$ cat src/verilog/low_power_mode_controller_consts.vh
// Mode encodings and option settings for the low-power mode controller
`ifndef LOW_POWER_MODE_CONTROLLER_CONSTS_VH
`define LOW_POWER_MODE_CONTROLLER_CONSTS_VH
`define MODE_ACTIVE 3'h0
`define MODE_STANDBY 3'h1
`define MODE_STOP 3'h2
`define MODE_WATCH 3'h3
`define MODE_SUBACTIVE 3'h4
`define MODE_RESET_VALUE 3'h0
`define SUBACTIVE_OPTION_DEFAULT 1'h1
`define PORT_MODE_B_RESET 4'h0
`define IE_RESET 1'h0
`define IRQ_WIDTH 7
`endif
$ cat src/verilog/low_power_mode_controller.v
// Operating-mode sequencer: active, standby, stop, watch and subactive modes
`timescale 1ns/100ps
`include "low_power_mode_controller_consts.vh"
// =====================================================================
// Notes on behaviour
// - Standby instruction in active enters standby.
// - Standby stops CPU clock, keeps peripherals running.
// - Reset or interrupt ends standby; reset resets.
// - Interrupt wake from standby resumes active.
// - Waking interrupt serviced only if enable set.
// - Stop with watch select zero enters stop.
// - Stop mode halts all clocks and oscillator.
// - RAM kept after stop; some registers undefined.
// - Stop resets registers except second port mode.
// - Stop mode resets I/O, outputs high impedance.
// - Watch from stop/select one or subactive halt.
// - Watch keeps subclock and time base only.
// - Reset, external interrupt zero, timer A end watch.
// - Subactive runs CPU from subclock, A/D idle.
// - Subactive exists only with build option.
// - Serial shifts in watch, raises no interrupts.
// - Active entered on reset release or wake.
// - Active clocks CPU and peripherals from system oscillator.
// - Enable cleared on interrupt, set by return.
// - Watch wake goes to subactive if low-speed flag.
// - Halt with pending unmasked, disabled interrupt is no-op.
module low_power_mode_controller #(
  parameter SUBACTIVE_OPTION = `SUBACTIVE_OPTION_DEFAULT
) (
  // Clock, synchronous reset and global freeze
  input wire clk,
  input wire reset,
  input wire clockEnable,

  // Instruction strobes and mode flags from the CPU, same clock
  input wire standbyInstruction,
  input wire stopInstruction,
  input wire watchSelectBit,
  input wire lowSpeedOnFlag,
  input wire interruptTaken,
  input wire returnFromInterruptInstruction,

  // Request levels; the pin sources are synchronised below
  input wire [`IRQ_WIDTH-1:0] interruptFlags,
  input wire [`IRQ_WIDTH-1:0] interruptMasks,
  input wire externalInterruptZero,
  input wire timerAInterrupt,
  input wire serialInterruptIn,

  // Write port of the second port-mode register
  input wire portModeBWrite,
  input wire [3:0] portModeBData,

  // Present mode and its clock gating
  output reg [2:0] mode,
  output reg cpuClockEnable,
  output reg peripheralClockEnable,
  output reg timeBaseClockEnable,
  output reg systemOscillatorEnable,
  output reg subsystemClockSelect,
  output reg adcEnable,

  // Reset and float controls, raised only in stop mode; serial interrupt enable, lowered in stop and watch
  output reg registerReset,
  output reg ioReset,
  output reg outputsHighZ,
  output reg serialInterruptEnable,

  // Interrupt handshake and retained register
  output reg globalInterruptEnableFlag,
  output reg [3:0] secondPortModeRegister,
  output reg interruptServiceRequest,
  output reg haltCancelled
);

  // =====================================================================
  // State codes, tied to the shared mode encoding
  // The mode port carries these codes directly, so they must not drift
  // from the shared macros that the bench decodes.
  localparam [2:0] ST_ACTIVE = `MODE_ACTIVE;
  localparam [2:0] ST_STANDBY = `MODE_STANDBY;
  localparam [2:0] ST_STOP = `MODE_STOP;
  localparam [2:0] ST_WATCH = `MODE_WATCH;
  localparam [2:0] ST_SUBACTIVE = `MODE_SUBACTIVE;

  // =====================================================================
  // Pin synchronisers for asynchronous wake sources
  // Every pin source passes two flops; only the second flop feeds logic
  reg [`IRQ_WIDTH-1:0] irqMeta;
  reg [`IRQ_WIDTH-1:0] irqSync;
  reg int0Meta;
  reg int0Sync;
  reg timerAMeta;
  reg timerASync;

  always @(posedge clk) begin
    if (reset) begin
      irqMeta <= {`IRQ_WIDTH{1'b0}};
      irqSync <= {`IRQ_WIDTH{1'b0}};
    end else if (clockEnable) begin
      irqMeta <= interruptFlags;
      irqSync <= irqMeta;
    end
  end

  // External interrupt zero may arrive from a pin at any time
  always @(posedge clk) begin
    if (reset) begin
      int0Meta <= 1'b0;
      int0Sync <= 1'b0;
    end else if (clockEnable) begin
      int0Meta <= externalInterruptZero;
      int0Sync <= int0Meta;
    end
  end

  // Timer A wakes watch mode, so it is treated as asynchronous too
  always @(posedge clk) begin
    if (reset) begin
      timerAMeta <= 1'b0;
      timerASync <= 1'b0;
    end else if (clockEnable) begin
      timerAMeta <= timerAInterrupt;
      timerASync <= timerAMeta;
    end
  end

  // =====================================================================
  // Wake and halt qualification
  wire [`IRQ_WIDTH-1:0] unmaskedPending;
  wire anyPending;
  wire subactiveAllowed;
  wire haltBlocked;
  wire watchWake;

  // A set mask bit blocks its request from waking or cancelling a halt
  genvar g;
  generate
    for (g = 0; g < `IRQ_WIDTH; g = g + 1) begin : gen_unmask
      assign unmaskedPending[g] = irqSync[g] & ~interruptMasks[g];
    end
  endgenerate

  assign anyPending = |unmaskedPending;
  assign subactiveAllowed = (SUBACTIVE_OPTION != 0);
  // Halting with a request pending and interrupts off would sleep forever
  assign haltBlocked = ~globalInterruptEnableFlag & anyPending;
  // Other requests stay pending through watch mode
  assign watchWake = int0Sync | timerASync;

  // =====================================================================
  // Mode state machine
  // Outside reset, mode and the halt-cancel pulse move only on enabled edges
  reg [2:0] next_mode;
  reg next_haltCancelled;

  always @* begin
    next_mode = mode;
    next_haltCancelled = 1'b0;
    case (mode)
      ST_ACTIVE: begin
        if ((standbyInstruction | stopInstruction) & haltBlocked) begin
          next_haltCancelled = 1'b1;
        end else if (stopInstruction) begin
          next_mode = watchSelectBit ? `MODE_WATCH : `MODE_STOP;
        end else if (standbyInstruction) begin
          next_mode = `MODE_STANDBY;
        end
      end

      ST_STANDBY: begin
        if (anyPending) begin
          next_mode = `MODE_ACTIVE;
        end
      end

      ST_STOP: begin
        // Only reset leaves stop; other triggers are ignored
        next_mode = `MODE_STOP;
      end

      ST_WATCH: begin
        if (watchWake) begin
          if (lowSpeedOnFlag & subactiveAllowed) begin
            next_mode = `MODE_SUBACTIVE;
          end else begin
            next_mode = `MODE_ACTIVE;
          end
        end
      end

      ST_SUBACTIVE: begin
        if ((standbyInstruction | stopInstruction) & haltBlocked) begin
          next_haltCancelled = 1'b1;
        end else if (standbyInstruction | stopInstruction) begin
          next_mode = `MODE_WATCH;
        end
      end

      // Unused codes fall back to active
      default: begin
        next_mode = `MODE_ACTIVE;
      end
    endcase
  end

  always @(posedge clk) begin
    if (reset) begin
      mode <= `MODE_RESET_VALUE;
      haltCancelled <= 1'b0;
    end else if (clockEnable) begin
      // The cancel pulse lasts one enabled cycle
      mode <= next_mode;
      haltCancelled <= next_haltCancelled;
    end
  end

  // =====================================================================
  // Clock gating and retention controls, registered from next mode
  always @(posedge clk) begin
    if (reset) begin
      cpuClockEnable <= 1'b1;
      peripheralClockEnable <= 1'b1;
      timeBaseClockEnable <= 1'b1;
      systemOscillatorEnable <= 1'b1;
      subsystemClockSelect <= 1'b0;
      adcEnable <= 1'b1;
      registerReset <= 1'b0;
      ioReset <= 1'b0;
      outputsHighZ <= 1'b0;
      serialInterruptEnable <= 1'b1;
    end else if (clockEnable) begin
      // Default all off except serial interrupt enable; the case below turns on what the mode keeps
      cpuClockEnable <= 1'b0;
      peripheralClockEnable <= 1'b0;
      timeBaseClockEnable <= 1'b0;
      systemOscillatorEnable <= 1'b0;
      subsystemClockSelect <= 1'b0;
      adcEnable <= 1'b0;
      registerReset <= 1'b0;
      ioReset <= 1'b0;
      outputsHighZ <= 1'b0;
      serialInterruptEnable <= 1'b1;

      // Registered from next mode so gating changes with the mode port
      case (next_mode)
        `MODE_ACTIVE: begin
          cpuClockEnable <= 1'b1;
          peripheralClockEnable <= 1'b1;
          timeBaseClockEnable <= 1'b1;
          systemOscillatorEnable <= 1'b1;
          adcEnable <= 1'b1;
        end

        `MODE_STANDBY: begin
          peripheralClockEnable <= 1'b1;
          timeBaseClockEnable <= 1'b1;
          systemOscillatorEnable <= 1'b1;
          adcEnable <= 1'b1;
        end

        `MODE_STOP: begin
          // All clocks off; the reset and float flags are raised and serial interrupt enable is lowered
          registerReset <= 1'b1;
          ioReset <= 1'b1;
          outputsHighZ <= 1'b1;
          serialInterruptEnable <= 1'b0;
        end

        `MODE_WATCH: begin
          timeBaseClockEnable <= 1'b1;
          subsystemClockSelect <= 1'b1;
          serialInterruptEnable <= 1'b0;
        end

        `MODE_SUBACTIVE: begin
          cpuClockEnable <= 1'b1;
          peripheralClockEnable <= 1'b1;
          timeBaseClockEnable <= 1'b1;
          subsystemClockSelect <= 1'b1;
        end

        default: begin
          cpuClockEnable <= 1'b1;
        end
      endcase
    end
  end

  // =====================================================================
  // Global interrupt enable and service request
  always @(posedge clk) begin
    if (reset) begin
      globalInterruptEnableFlag <= `IE_RESET;
    end else if (clockEnable) begin
      // Taking an interrupt wins over a simultaneous return
      if (interruptTaken | (mode == `MODE_STOP)) begin
        globalInterruptEnableFlag <= 1'b0;
      end else if (returnFromInterruptInstruction) begin
        globalInterruptEnableFlag <= 1'b1;
      end
    end
  end

  // Service is only asked for while the CPU clock runs
  always @(posedge clk) begin
    if (reset) begin
      interruptServiceRequest <= 1'b0;
    end else if (clockEnable) begin
      // Requests stay pending in the flags while enable is low
      interruptServiceRequest <= anyPending & globalInterruptEnableFlag & cpuClockEnable &
        ~interruptTaken;
    end
  end

  // =====================================================================
  // Second port-mode register survives stop mode
  // The reset that ends stop lasts many cycles, but mode is already
  // active after its first edge, so a reset that began in stop is
  // remembered until reset is released.
  reg resetFromStop;

  always @(posedge clk) begin
    if (reset) begin
      if (mode == `MODE_STOP) begin
        resetFromStop <= 1'b1;
      end
    end else begin
      resetFromStop <= 1'b0;
    end
  end

  always @(posedge clk) begin
    if (reset & (mode != `MODE_STOP) & ~resetFromStop) begin
      secondPortModeRegister <= `PORT_MODE_B_RESET;
    end else if (clockEnable & portModeBWrite & cpuClockEnable) begin
      secondPortModeRegister <= portModeBData;
    end
  end

  wire unusedSerial;
  assign unusedSerial = serialInterruptIn;

endmodule // low_power_mode_controller

$ cat config.mk
export PLATFORM = sky130hd
export DESIGN_NAME = low_power_mode_controller
export DESIGN_NICKNAME = d
export VERILOG_FILES = /design/src/verilog/low_power_mode_controller.v
export VERILOG_INCLUDE_DIRS = /design/src /design/src/verilog
export SDC_FILE = /design/constraint.sdc
export NUM_CORES = 1
export LEC_CHECK = 0
export BUFFER_PORTS_ARGS = -buffer_cell sky130_fd_sc_hd__buf_2
export CAP_MARGIN = 10
export CORE_MARGIN = 5
export CORE_UTILIZATION = 44
export DETAILED_ROUTE_END_ITERATION = 8
export GPL_ROUTABILITY_DRIVEN = 0
export PLACE_DENSITY = 0.83
export SKIP_LAST_GASP = 1
export SLEW_MARGIN = 20
export SYNTH_ARGS = -nofsm -noshare
export SYNTH_HDL_FRONTEND = slang
export SYNTH_SLANG_ARGS = --single-unit
$ cat constraint.sdc
create_clock -name clk -period 1.5 [get_ports clk]
set_input_delay 0.075 -clock clk [delete_from_list [all_inputs] [get_ports clk]]
set_output_delay 0.075 -clock clk [all_outputs]
set_load 0.03 [all_outputs]
==> impl_metrics.json <==
{
  "firstDrtPassIters": 6,
  "number_of_global_route_vias_before_repair": 1230,
  "final_min_period_over_clock_period": 0.997,
  "fin_worst_hold_slack_ns": 0.0436,
  "finClkSkew_ns": 0.00620,
  "grt_use_total": 0.154,
  "slowest_stage": "sky130_fd_sc_hd__dfxtp_2",
  "worst-path-max-fanout": 4,
  "status": "finished clean",
  "pin_count": 51,
  "dieArea_um2": 4760,
  "post-synth-top-area-cell": "sky130_fd_sc_hd__dfxtp_1",
  "max_freq_ghz": 0.669,
  "num_rows": 21,
  "cts_tree": "yes",
  "path_cells": "inv_1, o221ai_2, o21ba_4, o211ai_1, and3_4, a221o_1",
  "total_leakage_power_nw": 1.01,
  "hold-path-endpoint": "globalInterruptEnableFlag$_SDFFE_PP0P_",
  "critPathMaxStageDelay_ns": 0.35,
  "relSlewSlack": 0.644,
  "synth.top_cell.area_share": 0.471,
  "vias": 1341,
  "finalMaxSlewViolations": 0,
  "ant_nets": 0,
  "postSynthRegisterBits": 36,
  "cell_depth_of_the_worst_min_delay_path": 4,
  "wl_per_cell_um": 12.1,
  "cp_data_arrival_time_ns": 1.73,
  "wirelength_um": 3350,
  "cts_root_buf": "sky130_fd_sc_hd__clkbuf_4",
  "cts-buffers-inserted": 5,
  "finalSetupViolCount": 0,
  "detail_route.vias_per_cell": 4.86,
  "grt_antenna_before_repair": 0,
  "antenna_cells_inserted": 0,
  "grt_setup_unrepaired": "yes",
  "final_period_minus_worst_setup_slack_ns": 1.50,
  "core-area_um2": 3360,
  "synth.distinct_cells": 37,
  "worst_setup_margin_ns": 0.00462,
  "final_nets": 260,
  "preCtsSetupSlack_ns": -0.127,
  "cts_htree_levels": 2,
  "hold_path.class": "input port to register",
  "cts-root-to-sink-buffers": 2,
  "path_clk_slew_ns": 0.11,
  "start_point_of_the_worst_hold_path": "interruptTaken",
  "area_growth_syn_to_layout_pct": 36.8,
  "timing.rr.end": "adcEnable$_SDFFE_PP1P_",
  "dieWidth_um": 69.0,
  "highest_count_cells_in_the_layout_ignoring_fill_and_taps": "sky130_fd_sc_hd__buf_2 (49), sky130_fd_sc_hd__nor2_1 (32), sky130_fd_sc_hd__dfxtp_1 (31)",
  "synth.top_cells.by_area": "sky130_fd_sc_hd__dfxtp_1 (47%), sky130_fd_sc_hd__mux2i_1 (14%), sky130_fd_sc_hd__nor2_1 (7.8%), sky130_fd_sc_hd__nand2b_1 (2.0%), sky130_fd_sc_hd__a2bb2oi_2 (2.0%)",
  "commonest_non_fill_non_tap_cell_in_the_layout": "sky130_fd_sc_hd__buf_2",
  "criticalPathCategory": "register to register",
  "io_buffers": 49,
  "detailed_place_hpwl_um": 2420,
  "clk_latency_ns": 0.34,
  "grt_remaining_overflow": 0,
  "synth.yosys.warnings": 0,
  "timing.max_cap.violations": 0,
  "tightestPinTransition_ns": 0.534,
  "power_density_over_the_cells_nw_per_um2": 982,
  "post_cts_buffers": 0,
  "post_synth_instance_area_um2": 1530,
  "die_h_um": 69.0,
  "syn_nets": 194,
  "drive_above_1_share": 0.383,
  "synthesized_instance_count": 163,
  "timing_hold_violations_final": 0,
  "reg2regPathDepth": 6,
  "drc_errors": 0,
  "timing.reg2reg.setup_slack_ns": 0.005,
  "initial_core_util": 0.455,
  "setup.worst_path.end_class": "register",
  "peakVddDrop_uv": 614,
  "grt_max_degree": 32,
  "drt_iter0_drc": 76,
  "first_pass_grt_wire_length_um": 5380,
  "worst_r2r_startpoint": "irqSync[4]$_SDFFE_PP0P_",
  "yosysSeqAreaShare": 0.471,
  "crit_path_start_kind": "register",
  "critPathRequiredTime_ns": 1.73,
  "numClockSinks": 36,
  "postSynthAreaPerCell_um2": 9.39
}
==> state kept, by name (all words and copies together) (netlist names) <==
register and count:
timeBaseClockEnable 1, serialInterruptEnable 1, secondPortModeRegister 4, adcEnable 1, haltCancelled 1, timerASync 1, int0Meta 1, globalInterruptEnableFlag 1
resetFromStop 1, outputsHighZ 1, timerAMeta 1, irqMeta 7, mode 3, int0Sync 1, peripheralClockEnable 1, subsystemClockSelect 1
interruptServiceRequest 1, cpuClockEnable 1, irqSync 7
==> cell type report <==
class	instances	area (µm²)
Timing Repair Buffer	70	452
Sequential cell	36	729
Fill cell	314	1270
Tap cell	46	57.6
Inverter	6	22.5
Clock buffer	6	51.3
Multi-Input combinational cell	110	771
Clock inverter	2	10.0
==> worst max-delay path by stage <==
stage                                              endpoint               startpoint  slack [ns]  depth (start not counted)
after floorplan                   outputsHighZ$_SDFFE_PP0P_     mode[2]$_SDFFE_PP0P_       0.002                          6
after global placement               adcEnable$_SDFFE_PP1P_  irqSync[4]$_SDFFE_PP0P_       -0.04                          6
after detailed placement             adcEnable$_SDFFE_PP1P_  irqSync[4]$_SDFFE_PP0P_       -0.13                          6
after CTS                 subsystemClockSelect$_SDFFE_PP0P_  irqSync[3]$_SDFFE_PP0P_      0.0004                          7
after global routing              outputsHighZ$_SDFFE_PP0P_     mode[2]$_SDFFE_PP0P_       -0.08                          6
final                                adcEnable$_SDFFE_PP1P_  irqSync[4]$_SDFFE_PP0P_       0.005                          6
==> power by group <==
group          internal [W]  leakage, nW  total [W]  switching, W
Combinational      0.000219        0.670   0.000475      0.000256
Sequential          0.00102        0.298    0.00105     0.0000350
Clock              0.000223       0.0380   0.000529      0.000306
==> through the flow <==
| stage | setup TNS (ns) | power, W | utilization | cells | area, µm² |
|---|---|---|---|---|---|
| 2_1_floorplan | 0 | 0.00137 | - | 163 | 1540 |
| 3_3_place_gp | -0.0351 | 0.00150 | 0.552 | 255 | 1860 |
| 3_5_place_dp | -0.379 | 0.00150 | 0.552 | 255 | 1860 |
| 4_1_cts | 0 | 0.00207 | 0.620 | 276 | 2080 |
| 5_1_grt | -0.386 | 0.00219 | 0.622 | 276 | 2090 |
| 6_report | 0 | 0.00206 | 0.622 | 276 | 2090 |
==> cells in the mapped netlist (all sizes together) <==
cell / count
dfxtp: 36
nor2: 32
mux2i: 22
nand2: 7
a21oi: 6
clkbuf: 6
inv: 6
o21ai: 6
buf: 5
nand2b: 5
nor2b: 3
o21ba: 3
a211oi: 2
a2bb2oi: 2
and2b: 2
nand3: 2
nand4b: 2
nor3: 2
a21o: 1
a221o: 1
and2: 1
and3: 1
and4b: 1
nand4: 1
nor3b: 1
o2111ai: 1
o211ai: 1
o21a: 1
o21bai: 1
o221ai: 1
or2: 1
or3b: 1
==> logic make-up (layout without fill, tap and decap cells) <==
| logic type | Yosys count | count (layout) | synth area share |
|---|---|---|---|
| AOI/OAI and AO/OA | 26 | 26 | 0.129 |
| DFF | 36 | 36 | 0.471 |
| muxes | 22 | 22 | 0.144 |
| buffers and inverters | 17 | 84 | 0.0499 |
| and+or+nand+nor | 62 | 62 | 0.206 |
==> metal layers <==
layer / wire length (µm) / up-vias / track usage
li1: - / 685 / -
met1: 1380 / 609 / 0.180
met2: 1650 / 40 / 0.260
met3: 269 / 7 / 0.0535
met4: 53 / 0 / 0.0584
met5: 0 / - / 0
==> worst max-delay path, delay by kind of cell, from the launching register on <==
family                 cells  cell delay, ns
and+or+nand+nor            1            0.20
buffers and inverters      1            0.05
AOI/OAI and AO/OA          4            0.79
DFF                        1            0.35
==> repair_timing <==
item                       CTS  global route
hold endpoints to repair    13             0
setup endpoints to repair    7            10
resized for setup            9             3
hold buffers                13             0
pin swaps                    7             7
(Power assumes the default switching activity.)
